**config.mk**
```make
export PLATFORM = sky130hd
export DESIGN_NAME = eid_detect
export DESIGN_NICKNAME = d
export VERILOG_FILES = /design/src/common/eid_pkg.sv /design/src/hdl/eid_detect.sv
export VERILOG_INCLUDE_DIRS = /design/src /design/src/common
export SDC_FILE = /design/constraint.sdc
export NUM_CORES = 1
export LEC_CHECK = 0
export BUFFER_PORTS_ARGS = -buffer_cell sky130_fd_sc_hd__buf_2
export CORE_MARGIN = 2
export CORE_UTILIZATION = 45
export CTS_CLUSTER_DIAMETER = 80
export DETAILED_ROUTE_END_ITERATION = 7
export GPL_TIMING_DRIVEN = 0
export HOLD_SLACK_MARGIN = 0.02
export PLACE_DENSITY = 0.82
export SKIP_CTS_REPAIR_TIMING = 1
export SYNTH_ARGS = -nofsm -noshare
export SYNTH_HDL_FRONTEND = slang
export SYNTH_SLANG_ARGS = --single-unit
```
**constraint.sdc**
```tcl
create_clock -name clk_sys -period 2.1 [get_ports clk_sys]
set_input_delay 0.315 -clock clk_sys [delete_from_list [all_inputs] [get_ports clk_sys]]
set_output_delay 0.315 -clock clk_sys [all_outputs]
set_load 0.03 [all_outputs]
```
**src/common/eid_defs.svh**
```systemverilog
// Register offsets, field positions, reset values and sizes for the external interrupt detector
`ifndef EID_DEFS_SVH
`define EID_DEFS_SVH
`define EID_OFS_FLAG     8'h00
`define EID_OFS_ENABLE   8'h04
`define EID_OFS_SENSE    8'h08
`define EID_OFS_STATUS   8'h0c
`define EID_OFS_MASK     8'h10
`define EID_RST_REG      8'h00
`define EID_NUM_INPUTS   6
`define EID_FLAG_RO_MSB  7
`define EID_FLAG_RO_LSB  6
`define EID_VEC_BASE     5'h0c
`define EID_STAT_SET_BIT 0
`define EID_STAT_CLR_BIT 1
`define EID_RESP_OKAY    2'h0
`define EID_RESP_SLVERR  2'h2
`endif

```
**src/common/eid_pkg.sv**
```systemverilog
// Types shared by the external interrupt detector
package eid_pkg;
    typedef logic [7:0] eid_reg_t;
    typedef struct packed {
        logic [7:0] addr;
        logic       valid;
    } eid_req_s;
    typedef struct packed {
        logic       valid;
        logic [4:0] vector;
    } eid_irq_s;
endpackage

```
**src/hdl/eid_detect.sv**
```systemverilog
// External interrupt detector with AXI4-Lite register slave
`timescale 1ns/100ps
`include "eid_defs.svh"

module eid_detect
    import eid_pkg::*;
#(
    parameter int NUM_IN = `EID_NUM_INPUTS
) (
    input  wire logic              clk_sys,
    input  wire logic              srst,
    input  wire logic              hw_standby,
    input  wire logic [NUM_IN-1:0] ext_int_input_n,
    input  wire logic [NUM_IN-1:0] svc_ack,
    output logic [NUM_IN-1:0]      irq_req,
    output eid_irq_s               irq_out,
    output logic                   irq,
    input  wire logic [7:0]        s_axi_awaddr,
    input  wire logic              s_axi_awvalid,
    output logic                   s_axi_awready,
    input  wire logic [31:0]       s_axi_wdata,
    input  wire logic [3:0]        s_axi_wstrb,
    input  wire logic              s_axi_wvalid,
    output logic                   s_axi_wready,
    output logic [1:0]             s_axi_bresp,
    output logic                   s_axi_bvalid,
    input  wire logic              s_axi_bready,
    input  wire logic [7:0]        s_axi_araddr,
    input  wire logic              s_axi_arvalid,
    output logic                   s_axi_arready,
    output logic [31:0]            s_axi_rdata,
    output logic [1:0]             s_axi_rresp,
    output logic                   s_axi_rvalid,
    input  wire logic              s_axi_rready
);

    logic [NUM_IN-1:0] sync1_r;
    logic [NUM_IN-1:0] sync2_r;
    logic [NUM_IN-1:0] prev_r;
    logic [NUM_IN-1:0] flag_r;
    logic [NUM_IN-1:0] armed_r;
    logic [NUM_IN-1:0] set_ev;
    logic [NUM_IN-1:0] clr_ev;
    logic [NUM_IN-1:0] sw_clr;
    eid_reg_t          enable_r;
    eid_reg_t          sense_r;
    logic [1:0]        stat_r;
    logic [1:0]        mask_r;
    logic              hold_rst;
    eid_req_s          aw_r;
    logic [31:0]       wd_r;
    logic [3:0]        ws_r;
    logic              w_have_r;
    logic              do_write;
    logic              do_read;
    logic [7:0]        rd_val;
    logic              rd_hit;
    logic              wr_hit;
    eid_reg_t          flag_view;
    logic              sb1_r;
    logic              sb2_r;
    logic              wr_lane0;
    logic              wr_flag_sel;
    logic              wr_enable_sel;
    logic              wr_sense_sel;
    logic              wr_mask_sel;
    logic              rd_flag_sel;
    logic              rd_status_sel;
    logic              stat_set_ev;
    logic              stat_clr_ev;
    logic [NUM_IN-1:0] fall_ev;
    logic [NUM_IN-1:0] low_ev;
    logic [NUM_IN-1:0] flag_nxt;
    logic [NUM_IN-1:0] armed_nxt;
    logic [NUM_IN-1:0] req_nxt;
    logic              any_req;
    logic [4:0]        vec_nxt;

    // Standby comes from a pin, so it passes two stages like the request pins
    always_ff @(posedge clk_sys) begin
        if (srst) begin
            sb1_r <= 1'b0;
            sb2_r <= 1'b0;
        end else begin
            sb1_r <= hw_standby;
            sb2_r <= sb1_r;
        end
    end

    assign hold_rst = srst | sb2_r;

    // Register strobes, decoded once so every register sees the same terms
    assign wr_lane0      = do_write & ws_r[0];
    assign wr_flag_sel   = wr_lane0 & (aw_r.addr == `EID_OFS_FLAG);
    assign wr_enable_sel = wr_lane0 & (aw_r.addr == `EID_OFS_ENABLE);
    assign wr_sense_sel  = wr_lane0 & (aw_r.addr == `EID_OFS_SENSE);
    assign wr_mask_sel   = wr_lane0 & (aw_r.addr == `EID_OFS_MASK);
    assign rd_flag_sel   = do_read & (s_axi_araddr == `EID_OFS_FLAG);
    assign rd_status_sel = do_read & (s_axi_araddr == `EID_OFS_STATUS);

    // Two stages before any logic; the pin direction plays no part here
    always_ff @(posedge clk_sys) begin
        if (srst) begin
            sync1_r <= '1;
            sync2_r <= '1;
            prev_r  <= '1;
        end else begin
            sync1_r <= ext_int_input_n;
            sync2_r <= sync1_r;
            prev_r  <= sync2_r;
        end
    end

    // Write channel capture: address and data may arrive in either order
    assign s_axi_awready = ~aw_r.valid & ~s_axi_bvalid;
    assign s_axi_wready  = ~w_have_r & ~s_axi_bvalid;
    assign do_write      = aw_r.valid & w_have_r & ~s_axi_bvalid;

    always_ff @(posedge clk_sys) begin
        if (srst) begin
            aw_r <= '0;
        end else if (s_axi_awvalid && s_axi_awready) begin
            aw_r.valid <= 1'b1;
            aw_r.addr  <= s_axi_awaddr;
        end else if (do_write) begin
            aw_r.valid <= 1'b0;
        end
    end

    always_ff @(posedge clk_sys) begin
        if (srst) begin
            w_have_r <= 1'b0;
            wd_r     <= '0;
            ws_r     <= '0;
        end else if (s_axi_wvalid && s_axi_wready) begin
            w_have_r <= 1'b1;
            wd_r     <= s_axi_wdata;
            ws_r     <= s_axi_wstrb;
        end else if (do_write) begin
            w_have_r <= 1'b0;
        end
    end

    always_comb begin
        unique case (aw_r.addr)
            `EID_OFS_FLAG, `EID_OFS_ENABLE, `EID_OFS_SENSE,
            `EID_OFS_STATUS, `EID_OFS_MASK: wr_hit = 1'b1;
            default: wr_hit = 1'b0;
        endcase
    end

    always_ff @(posedge clk_sys) begin
        if (srst) begin
            s_axi_bvalid <= 1'b0;
        end else if (do_write) begin
            s_axi_bvalid <= 1'b1;
        end else if (s_axi_bready) begin
            s_axi_bvalid <= 1'b0;
        end
    end

    // The code is only looked at while bvalid stands, so it needs no clearing
    always_ff @(posedge clk_sys) begin
        if (srst) begin
            s_axi_bresp <= `EID_RESP_OKAY;
        end else if (do_write) begin
            s_axi_bresp <= wr_hit ? `EID_RESP_OKAY : `EID_RESP_SLVERR;
        end
    end

    // Software clear needs lane 0, a zero bit, and a prior read as one
    always_comb begin
        if (wr_flag_sel) begin
            sw_clr = ~wd_r[NUM_IN-1:0] & armed_r;
        end else begin
            sw_clr = '0;
        end
    end

    // Per-input set and clear terms
    generate
        for (genvar i = 0; i < NUM_IN; i++) begin : g_in
            assign fall_ev[i] = prev_r[i] & ~sync2_r[i];
            assign low_ev[i]  = ~sync2_r[i];
            assign set_ev[i] = sense_r[i] ? fall_ev[i]
                                          : low_ev[i];
            assign clr_ev[i] = sw_clr[i]
                             | (svc_ack[i] & sense_r[i])
                             | (svc_ack[i] & ~sense_r[i] & sync2_r[i]);
        end
    endgenerate

    assign flag_nxt = set_ev | (flag_r & ~clr_ev);

    // Set wins over any clear in the same cycle
    always_ff @(posedge clk_sys) begin
        if (hold_rst) begin
            flag_r <= '0;
        end else begin
            flag_r <= flag_nxt;
        end
    end

    // Arming tracks which flags software has seen as one
    always_comb begin
        if (rd_flag_sel) begin
            armed_nxt = flag_r;
        end else begin
            armed_nxt = armed_r & flag_r & ~sw_clr;
        end
    end

    always_ff @(posedge clk_sys) begin
        if (hold_rst) begin
            armed_r <= '0;
        end else begin
            armed_r <= armed_nxt;
        end
    end

    always_ff @(posedge clk_sys) begin
        if (hold_rst) begin
            enable_r <= `EID_RST_REG;
        end else if (wr_enable_sel) begin
            enable_r <= wd_r[7:0];
        end
    end

    always_ff @(posedge clk_sys) begin
        if (hold_rst) begin
            sense_r <= `EID_RST_REG;
        end else if (wr_sense_sel) begin
            sense_r <= wd_r[7:0];
        end
    end

    // Summary status: bit 0 any flag newly set, bit 1 any flag cleared
    assign stat_set_ev = |(set_ev & ~flag_r);
    assign stat_clr_ev = |(clr_ev & flag_r & ~set_ev);

    // An event in the cycle of the clearing read wins, so none is lost
    always_ff @(posedge clk_sys) begin
        if (hold_rst) begin
            stat_r <= '0;
        end else begin
            if (stat_set_ev) begin
                stat_r[`EID_STAT_SET_BIT] <= 1'b1;
            end else if (rd_status_sel) begin
                stat_r[`EID_STAT_SET_BIT] <= 1'b0;
            end
            if (stat_clr_ev) begin
                stat_r[`EID_STAT_CLR_BIT] <= 1'b1;
            end else if (rd_status_sel) begin
                stat_r[`EID_STAT_CLR_BIT] <= 1'b0;
            end
        end
    end

    always_ff @(posedge clk_sys) begin
        if (hold_rst) begin
            mask_r <= '0;
        end else if (wr_mask_sel) begin
            mask_r <= wd_r[1:0];
        end
    end

    // Read channel
    assign s_axi_arready = ~s_axi_rvalid;
    assign do_read       = s_axi_arvalid & s_axi_arready;
    assign flag_view     = {2'b00, flag_r};

    always_comb begin
        rd_hit = 1'b1;
        unique case (s_axi_araddr)
            `EID_OFS_FLAG:   rd_val = flag_view;
            `EID_OFS_ENABLE: rd_val = enable_r;
            `EID_OFS_SENSE:  rd_val = sense_r;
            `EID_OFS_STATUS: rd_val = {6'h00, stat_r};
            `EID_OFS_MASK:   rd_val = {6'h00, mask_r};
            default: begin
                rd_val = 8'h00;
                rd_hit = 1'b0;
            end
        endcase
    end

    always_ff @(posedge clk_sys) begin
        if (srst) begin
            s_axi_rvalid <= 1'b0;
        end else if (do_read) begin
            s_axi_rvalid <= 1'b1;
        end else if (s_axi_rready) begin
            s_axi_rvalid <= 1'b0;
        end
    end

    // Data and code are captured with the address and held until the next read
    always_ff @(posedge clk_sys) begin
        if (srst) begin
            s_axi_rdata <= '0;
            s_axi_rresp <= `EID_RESP_OKAY;
        end else if (do_read) begin
            s_axi_rdata <= {24'h000000, rd_val};
            s_axi_rresp <= rd_hit ? `EID_RESP_OKAY : `EID_RESP_SLVERR;
        end
    end

    // Lowest-numbered request wins the vector; lower number, higher priority
    assign req_nxt = flag_r & enable_r[NUM_IN-1:0];
    assign any_req = |req_nxt;

    always_comb begin
        vec_nxt = `EID_VEC_BASE;
        for (int k = NUM_IN - 1; k >= 0; k--) begin
            if (req_nxt[k]) begin
                vec_nxt = 5'(`EID_VEC_BASE + k);
            end
        end
    end

    always_ff @(posedge clk_sys) begin
        if (hold_rst) begin
            irq_req <= '0;
        end else begin
            irq_req <= req_nxt;
        end
    end

    always_ff @(posedge clk_sys) begin
        if (hold_rst) begin
            irq_out <= '0;
        end else begin
            irq_out.valid  <= any_req;
            irq_out.vector <= vec_nxt;
        end
    end

    // The summary line is kept apart from the per-input requests
    always_ff @(posedge clk_sys) begin
        if (hold_rst) begin
            irq <= 1'b0;
        end else begin
            irq <= |(stat_r & mask_r);
        end
    end

endmodule // eid_detect

```
## Yosys cells after proc, flatten, opt, wreduce, memory -nomap -nowiden

Cells that the tools add are included.

| cells by class | value |
|---|---|
| bitwise logic cells | 80 |
| equality and inequality tests | 8 |
| muxes and demuxes | 29 |
| reduce and logical (&&, ||, !) cells | 19 |

Operators with widths:

| operator | number |
|---|---|
| $and 6x6->6 | 8 |
| $pmux 8 s5 | 1 |
| $and 1x1->1 | 36 |
| $eq 8x4->1 const B | 4 |
| $not 6->6 | 5 |
| $mux 1 | 18 |
| $reduce_or 6->1 | 3 |
| $eq 8x3->1 const B | 2 |
| $eq 8x5->1 const B | 2 |
| $logic_not 8->1 | 2 |
| $mux 4 | 4 |
| $not 1->1 | 16 |
| $reduce_or 5->1 | 3 |
| $or 1x1->1 | 13 |
| $mux 6 | 2 |
| $reduce_bool 2->1 | 6 |
| $mux 5 | 2 |
| $or 6x6->6 | 1 |
| $mux 2 | 2 |
| $reduce_or 2->1 | 2 |
| $reduce_or 3->1 | 1 |
| $and 2x2->2 | 1 |
| $logic_and 1x1->1 | 2 |

| storage, ports and cells | value |
|---|---|
| output and inout bits | 54 |
| flip-flop bits (word level) | 98 |
| input port bits | 72 |

## Logic depth before layout (Yosys ltp)

Gate-level depths: netlist of run 1.

| depth | value |
|---|---|
| depth after elaboration | 11 |
| depth in mapped cells | 6 |
| mapped depth without buffers | 5 |

## Worst setup path before layout of run 1

No wires, ideal clock.

| path | value |
|---|---|
| kind | input to register |
| from | input port s_axi_araddr[0] |
| to | register stat_r[1] |
| cell stages on the path | 5 |
| arrival time | 1790 ps |
| slack | 178 ps |
| library setup time | 132 ps |
| cell sequence | or4_4 nor4_4 nand3_2 a2111oi_2 a21oi_1 |

| on the way | value |
|---|---|
| word-level cells in the longest chain between the ends | 3 |

Ends and longest elaborated chain:

| what | RTL line | RTL |
|---|---|---|
| start, declared | eid_detect.sv:28 | `input wire logic [7:0] s_axi_araddr,` |
| $eq 8x4->1 | -- |  |
| $and 1x1->1 | eid_detect.sv:99 | `` assign rd_status_sel = do_read & (s_axi_araddr == `EID_OFS_STATUS); `` |
| $reduce_bool 2->1 (no line) | -- |  |
| end signal, assigned | eid_detect.sv:244 | `stat_r <= '0;` |
| end signal, assigned by index | eid_detect.sv:247 | `` stat_r[`EID_STAT_SET_BIT] <= 1'b1; `` |
| end signal, assigned by index | eid_detect.sv:249 | `` stat_r[`EID_STAT_SET_BIT] <= 1'b0; `` |
| end, declared | eid_detect.sv:47 | `logic [1:0] stat_r;` |

No other way between the ends.
A chain may end at the register's enable or synchronous reset.

## Worst setup path in the final report of run 1

| path | value |
|---|---|
| from | register s_axi_bvalid |
| to | register mask_r[1] |

| on the way | value |
|---|---|
| word-level cells in the longest chain between the ends | 4 |

Ends and longest elaborated chain:

| what | RTL line | RTL |
|---|---|---|
| start, declared | eid_detect.sv:26 | `output logic s_axi_bvalid,` |
| start signal, assigned | eid_detect.sv:154 | `s_axi_bvalid <= 1'b0;` |
| start signal, assigned | eid_detect.sv:156 | `s_axi_bvalid <= 1'b1;` |
| start signal, assigned | eid_detect.sv:158 | `s_axi_bvalid <= 1'b0;` |
| $not 1->1 | eid_detect.sv:117 | `assign do_write = aw_r.valid & w_have_r & ~s_axi_bvalid;` |
| $and 1x1->1 | eid_detect.sv:117 |  |
| $and 1x1->1 | eid_detect.sv:93 | `assign wr_lane0 = do_write & ws_r[0];` |
| $and 1x1->1 | eid_detect.sv:97 | `` assign wr_mask_sel = wr_lane0 & (aw_r.addr == `EID_OFS_MASK); `` |
| end signal, assigned | eid_detect.sv:263 | `mask_r <= wd_r[1:0];` |
| end, declared | eid_detect.sv:48 | `logic [1:0] mask_r;` |

No other way between the ends.

==> out/summary.txt, run 1 <==
Starting Density -> 0.468
Sw Share -> 0.254
worst min path class -> primary input to register
Setup Skew -> 0.00802 ns
Core ar. -> 8300 µm²
H-tree depth -> 3
most frequent cells in the layout -> dfxtp_1 (95), buf_2 (75), nand2_1 (69)
die width -> 96.9 µm
CP max FO -> 7
routed vias -> 3317
DR vias/cell -> 5.00
largest net degree at the start of global routing -> 17
Avg Inst Size Synth -> 8.75 µm²
Worst slew margin -> 0.524
Worst Hold Depth -> 2
Syn Inst Count -> 444
Yosys cell types -> 45
Fin. Hold Viols -> 0
Root Driver -> clkbuf_8
Crit. End Element -> register
final WL -> 8570 µm
ANT nets after route -> 0
IO Port Bufs -> 71
DIE AREA -> 9390 µm²
GP Congestion -> 0.871
Pre-antenna DRT Iters -> 5
vias in the first global route -> 3113
crit-path cells -> and3b_2 > nand4_1 > or4b_2 > mux2i_1 > nor2_1
min Tclk post-route -> 1.99 ns
most common cell after layout, fill and taps aside -> dfxtp_1
Post-synth EDFFs -> 0
Cell Area, Synth -> 3880 µm²
Leak Pwr -> 2.01 nW
die height -> 96.9 µm
cell area power density -> 769 nW/µm²
Slowest cell on crit path -> or4b_2
combinational share of power -> 0.104
Residual DRC -> 0
Rows -> 33
Worst setup SP type -> register
CP Data Arrival Time -> 2.22 ns
Layout area overhead -> 21.7%
async set-reset flop share out of synthesis -> 0
DR iter-0 viols -> 204
initial antenna violation count -> 0
CTS buffer count -> 9
final worst-path cycle share -> 0.947
Slew Viols, Final -> 0
hold_ws -> 0.137 ns
Sequential Power Share -> 0.526
Ports -> 126
CP peak stage delay -> 0.76 ns
NetSw -> 0.000925 W
Clk network pwr share -> 0.370
number of synthesized register bits -> 95
R2R depth -> 5
Setup TNS -> 0 ns
Crit path required time -> 2.34 ns
final core utilization -> 0.570
clk buf depth -> 2
Num Clock Sinks -> 95
max cap viols -> 0
gr usage total -> 0.185
clk_lat worst skew -> 0.35 ns
Final nets -> 625
internal cell power -> 0.00271 W
CTS tree -> built
GR Overflow Total -> 0
first-pass GRT wire length -> 14300 µm
routed length per instance -> 12.9 µm
number of inserted diodes -> 0
DP HPWL -> 6550 µm
Top FF cell, synth -> dfxtp_1
Yosys Warn Count -> 0
Max Freq -> 503 MHz
Seq/Total Area, Yosys -> 0.490
Peak VDD IR -> 395 µV
CP Class -> register to register
Slew @ Worst Pin -> 0.708 ns
share of layout cells above drive strength 1 -> 0.272
outcome -> finished clean
clk slew on worst S/H paths -> 0.09 ns
Final Setup Violations -> 0
[cells in the mapped netlist (2+ instances only)]
library cell | number | share of area
a211oi_1 | 2 | 0.0039
a21oi_1 | 40 | 0.052
a22o_1 | 3 | 0.0068
a22oi_1 | 7 | 0.014
and2_1 | 2 | 0.0032
buf_2 | 4 | 0.0052
buf_4 | 27 | 0.052
clkbuf_1 | 15 | 0.014
dfxtp_1 | 95 | 0.49
inv_1 | 11 | 0.011
mux2i_1 | 22 | 0.057
mux4_2 | 2 | 0.012
nand2_1 | 69 | 0.067
nand2b_1 | 3 | 0.0048
nand3_1 | 6 | 0.0077
nor2_1 | 41 | 0.040
nor2b_1 | 12 | 0.019
nor3_1 | 3 | 0.0039
nor4_1 | 2 | 0.0032
nor4b_1 | 2 | 0.0045
o211ai_1 | 3 | 0.0058
o21a_1 | 4 | 0.0077
o21ai_0 | 24 | 0.031
o22ai_1 | 5 | 0.0081
or2_2 | 20 | 0.032
[flip-flops by register name, indices dropped and copies added (netlist names), 2 cells and up]
register,flops
prev_r,6
stat_r,2
sync1_r,6
wd_r,8
enable_r,8
irq_out,5
sense_r,8
armed_r,6
mask_r,2
aw_r,9
irq_req,6
flag_r,6
sync2_r,6
s_axi_rdata,8
[metal layers]
layer | vias to the layer above | track usage | share of wire | routed length [µm]
met5 | - | 0 | 0 | 0
met1 | 1482 | 0.233 | 0.44 | 3770
met3 | 19 | 0.0477 | 0.086 | 741
li1 | 1672 | - | - | -
met2 | 144 | 0.304 | 0.45 | 3890
met4 | 0 | 0.0704 | 0.020 | 174
[power groups by stage]
stage / clock, W / combinational (W) / sequential [W]
2_1_floorplan: 0 / 0.000270 / 0.00194
3_3_place_gp: 0 / 0.000371 / 0.00195
3_5_place_dp: 0 / 0.000377 / 0.00195
4_1_cts: 0.00137 / 0.000378 / 0.00191
5_1_grt: 0.00144 / 0.000419 / 0.00192
6_report: 0.00135 / 0.000380 / 0.00191
[worst paths after layout]
| path | start | endpoint | slack (ns) |
|---|---|---|---|
| max | s_axi_bvalid | mask_r[1] | 0.11 |
| min | ext_int_input_n[3] | sync1_r[3] | 0.14 |
| max reg2reg | s_axi_bvalid | mask_r[1] | 0.11 |
| min reg2reg | sync1_r[0] | sync2_r[0] | 0.42 |
[worst max-delay path: cells and delay by family (launching register included)]
kind,cells,cell delay (ns)
flops,1,0.37
mux,1,0.19
simple gates,4,1.31
[logic make-up (layout without fill, tap and decap cells)]
| logic type | Yosys count | count (layout) | share of synthesized area |
|---|---|---|---|
| buffers and inverters | 57 | 146 | 0.0825 |
| and+or+nand+nor | 171 | 171 | 0.212 |
| DFF | 95 | 95 | 0.490 |
| muxes | 24 | 24 | 0.0683 |
| other | 1 | 26 | 0.000966 |
| AOI/OAI and AO/OA | 96 | 96 | 0.146 |
[final cells by class]
cell class	count	area [µm²]
Tap cell	105	131
Multi-Input combinational cell	317	1770
Timing Repair Buffer	74	378
Fill cell	779	3570
Clock buffer	10	138
Buffer	45	275
Inverter	11	41.3
Sequential cell	95	1900
Clock inverter	6	90.1
[per-stage QoR]
step / worst slack, ns / instance area [µm²] / total power [W] / instances
6_report: 0.111 / 4730 / 0.00364 / 663
5_1_grt: -0.00464 / 4730 / 0.00377 / 663
4_1_cts: -0.0489 / 4690 / 0.00365 / 661
3_5_place_dp: -0.124 / 4460 / 0.00233 / 645
3_3_place_gp: -0.104 / 4460 / 0.00232 / 645
2_1_floorplan: 0.178 / 3980 / 0.00221 / 469
No activity file was read; power rests on OpenSTA's default activity.
==> run 2, diff against run 1 <==
- RECOVER_POWER: unset -> 25
- clock period: 2.1 -> 2.2 ns (I/O delays scaled with it)
==> run 2 against run 1 <==
Cell count fell by 0.30%. Sequential cell count did not move. Critical endpoint unchanged. Utilization fell by 0.38 points. Clock power fell by 4%. Clock skew rose by 0.0011 ns. Count of clock-buffer cells in the layout did not move.
==> out/summary.txt, run 2 (synthesis results as in run 1) <==
outcome -> finished clean
Crit path required time -> 2.43 ns
DR iter-0 viols -> 197
GP Congestion -> 0.871
die width -> 96.9 µm
gr usage total -> 0.185
clk slew on worst S/H paths -> 0.09 ns
ANT nets after route -> 0
clk_lat worst skew -> 0.35 ns
Leak Pwr -> 1.97 nW
Core ar. -> 8300 µm²
DP HPWL -> 6550 µm
Rows -> 33
H-tree depth -> 3
post-route cell area -> 4700 µm²
final core utilization -> 0.566
number of inserted diodes -> 0
Final Setup Violations -> 0
Fin. Hold Viols -> 0
Slew Viols, Final -> 0
routed vias -> 3299
Worst Hold Depth -> 2
CP Class -> register to register
clk buf depth -> 2
R2R depth -> 5
Most flops, register -> aw_r
initial antenna violation count -> 0
Largest register FFs -> 9
Pre-antenna DRT Iters -> 5
min Tclk post-route -> 2.02 ns
worst min path class -> primary input to register
Placed Area -> 4460 µm²
routed length per instance -> 13.0 µm
CP Data Arrival Time -> 2.26 ns
Ports -> 126
IO Port Bufs -> 71
vias in the first global route -> 3113
cell area power density -> 740 nW/µm²
first-pass GRT wire length -> 14300 µm
Worst slew margin -> 0.518
Final nets -> 623
final WL -> 8600 µm
most frequent cells in the layout -> dfxtp_1 (95), buf_2 (70), nand2_1 (69)
unrepaired setup endpoints after global routing -> no
largest net degree at the start of global routing -> 17
Peak VDD IR -> 378 µV
CTS buffer count -> 9
CTS tree -> built
DR vias/cell -> 4.99
Max Freq -> 494 MHz
Num Clock Sinks -> 95
die height -> 96.9 µm
Fill cells -> 785
Worst setup SP type -> register
most common cell after layout, fill and taps aside -> dfxtp_1
Slew @ Worst Pin -> 0.716 ns
Crit. End Element -> register
Residual DRC -> 0
Starting Density -> 0.468
max cap viols -> 0
Layout area overhead -> 20.9%
Root Driver -> clkbuf_8
CP max FO -> 7
share of layout cells above drive strength 1 -> 0.255
GR Overflow Total -> 0
final worst-path cycle share -> 0.920
DIE AREA -> 9390 µm²
Setup Skew -> 0.00909 ns
## run 2: layer usage
metal	GRT usage	part of all wire	vias up
met1	0.233	0.44	1479
met2	0.304	0.45	140
met5	0	0	-
li1	-	-	1666
met3	0.0477	0.087	14
met4	0.0704	0.016	0
## run 2: cell type report
cell class | instances | area (µm²) | share of cell area
Multi-Input combinational cell | 317 | 1770 | 0.376
Timing Repair Buffer | 71 | 349 | 0.0743
Tap cell | 105 | 131 | 0.0280
Clock buffer | 10 | 138 | 0.0293
Inverter | 11 | 41.3 | 0.00879
Buffer | 46 | 279 | 0.0594
Clock inverter | 6 | 90.1 | 0.0192
Sequential cell | 95 | 1900 | 0.405
## run 2: power breakdown
group / leakage [nW] / internal, W / switching [W] / total, W
Combinational: 1.09 / 0.000138 / 0.000223 / 0.000361
Sequential: 0.774 / 0.00177 / 0.0000522 / 0.00182
Clock: 0.113 / 0.000678 / 0.000611 / 0.00129
Total: 1.97 / 0.00259 / 0.000887 / 0.00347
## run 2: final timing paths
check | start | endpoint | slack, ns
worst max-delay path | s_axi_bvalid | mask_r[1] | 0.18
worst min-delay path | ext_int_input_n[3] | sync1_r[3] | 0.15
worst max register to register | s_axi_bvalid | mask_r[1] | 0.18
worst min register to register | sync1_r[0] | sync2_r[0] | 0.42
## run 2: worst max-delay path, stage by stage, from the launching register on
cell and delay, ns:
dfxtp_1 0.37, and3b_1 0.31, nand4_1 0.23, or4b_2 0.76, mux2i_1 0.20, nor2_1 0.05
## run 2: metrics by stage
step	hold slack (ns)	TNS [ns]	cells	total power, W	setup slack (ns)
finish	0.153	0	661	0.00347	0.177
global route	0.152	0	661	0.00360	0.0289
CTS	0.147	0	661	0.00349	0.0511
detailed placement	0.396	-0.0389	645	0.00222	-0.0389
global placement	0.391	-0.0190	645	0.00221	-0.0190
floorplan	0.389	0	469	0.00211	0.263
==> run 3, diff against run 2 <==
- CORE_ASPECT_RATIO: unset -> 1.1
- RECOVER_POWER: 25 -> unset
==> run 3 against run 2 <==
Sequential cell count is the same. First-iteration DRC count shrank 8.1%. Wire length grew 0.37%. Combinational power is essentially flat. Sequential power is essentially flat. Critical path type unchanged. Critical endpoint is now flag_r[1].
==> out/summary.txt, run 3 (synthesis results as in run 1) <==
Inst Count DP -> 651
Core ar. -> 8360 µm²
area occupied by registers -> 1900 µm²
ANT nets after route -> 0
Clk network pwr share -> 0.350
NetSw -> 0.000864 W
Leak Pwr -> 1.99 nW
CP Class -> register to register
most common cell after layout, fill and taps aside -> dfxtp_1
Ports -> 126
vias in the first global route -> 3122
first-pass GRT wire length -> 14400 µm
Layout area overhead -> 20.7%
Crit. End Element -> register
Multi-input gate area -> 1760 µm²
clk buf depth -> 2
DR vias/cell -> 4.90
unrepaired setup endpoints after global routing -> no
largest net degree at the start of global routing -> 16
Final Setup Violations -> 0
Residual DRC -> 0
CTS tree -> built
post-route cell area -> 4690 µm²
Fill cells -> 765
Crit path required time -> 2.43 ns
combinational share of power -> 0.108
max cap viols -> 0
Largest register FFs -> 9
Placed Area -> 4470 µm²
DIE AREA -> 9390 µm²
Max Freq -> 496 MHz
Rows -> 35
GR Overflow Total -> 0
Root Driver -> clkbuf_8
Worst slew margin -> 0.588
Num Clock Sinks -> 95
Peak VDD IR -> 455 µV
Pre-antenna DRT Iters -> 4
DR iter-0 viols -> 181
CP max FO -> 8
Fin. Hold Viols -> 0
Starting Density -> 0.464
final worst-path cycle share -> 0.916
outcome -> finished clean
DP HPWL -> 6550 µm
gr usage total -> 0.192
routed vias -> 3267
H-tree depth -> 3
final core utilization -> 0.560
worst min path class -> primary input to register
internal cell power -> 0.00250 W
initial antenna violation count -> 0
die width -> 92.6 µm
Worst setup SP type -> register
Most flops, register -> aw_r
Setup Skew -> 0.0120 ns
GP Congestion -> 0.866
cell area power density -> 717 nW/µm²
clk slew on worst S/H paths -> 0.09 ns
CP Data Arrival Time -> 2.24 ns
Final nets -> 623
final WL -> 8630 µm
routed length per instance -> 12.9 µm
number of inserted diodes -> 0
min Tclk post-route -> 2.01 ns
CTS buffer count -> 9
clk_lat worst skew -> 0.35 ns
Sequential Power Share -> 0.542
Slew @ Worst Pin -> 0.613 ns
share of layout cells above drive strength 1 -> 0.263
Sw Share -> 0.257
Layout Cells excl Fill -> 667
IO Port Bufs -> 71
Slew Viols, Final -> 0
die height -> 101 µm
most frequent cells in the layout -> dfxtp_1 (95), buf_2 (75), nand2_1 (69)
flop2flop setup slack -> 0.19 ns
-- run 3: final timing paths --
check / endpoint / cells past startpoint / start
hold reg to reg: sync2_r[4] / 1 / sync1_r[4]
setup / recovery: flag_r[1] / 6 / s_axi_bvalid
setup reg to reg: flag_r[1] / 6 / s_axi_bvalid
hold / removal: sync1_r[5] / 2 / ext_int_input_n[5]
-- run 3: per-layer routing --
| metal | GRT usage | share of wire | vias to the layer above |
|---|---|---|---|
| li1 | - | - | 1665 |
| met1 | 0.247 | 0.47 | 1513 |
| met2 | 0.332 | 0.47 | 82 |
| met3 | 0.0305 | 0.047 | 7 |
| met4 | 0.0631 | 0.011 | 0 |
| met5 | 0 | 0 | - |
-- run 3: power groups by stage --
stage | Combinational [W] | Sequential (W) | Clock, W
floorplan | 0.000258 | 0.00186 | 0
global placement | 0.000353 | 0.00186 | 0
detailed placement | 0.000360 | 0.00186 | 0
CTS | 0.000361 | 0.00182 | 0.00119
global route | 0.000400 | 0.00183 | 0.00127
finish | 0.000362 | 0.00182 | 0.00118
-- run 3: per-stage QoR --
stage               hold slack (ns)   TNS, ns  power [W]  setup slack (ns)
global placement              0.391  -0.00253    0.00221          -0.00253
floorplan                     0.389         0    0.00211             0.263
global route                  0.147         0    0.00350           0.00321
detailed placement            0.396   -0.0325    0.00222           -0.0325
finish                        0.156         0    0.00336             0.185
CTS                           0.147         0    0.00337             0.118
-- run 3: final cells by class --
class	count	share of cell area
tap	111	0.0296
buffer	46	0.0595
timing repair buffer	71	0.0758
multi-input combinational	317	0.376
sequential	95	0.406
clock buffer	11	0.0323
clock inverter	5	0.0120
inverter	11	0.00881
-- run 3: worst max-delay path: stages, from the launching register on --
cell and delay, ns:
dfxtp_1 0.36, and3b_1 0.30, nand4_1 0.21, or4_1 0.45
clkbuf_1 0.22, nor3b_1 0.25, o32ai_1 0.11
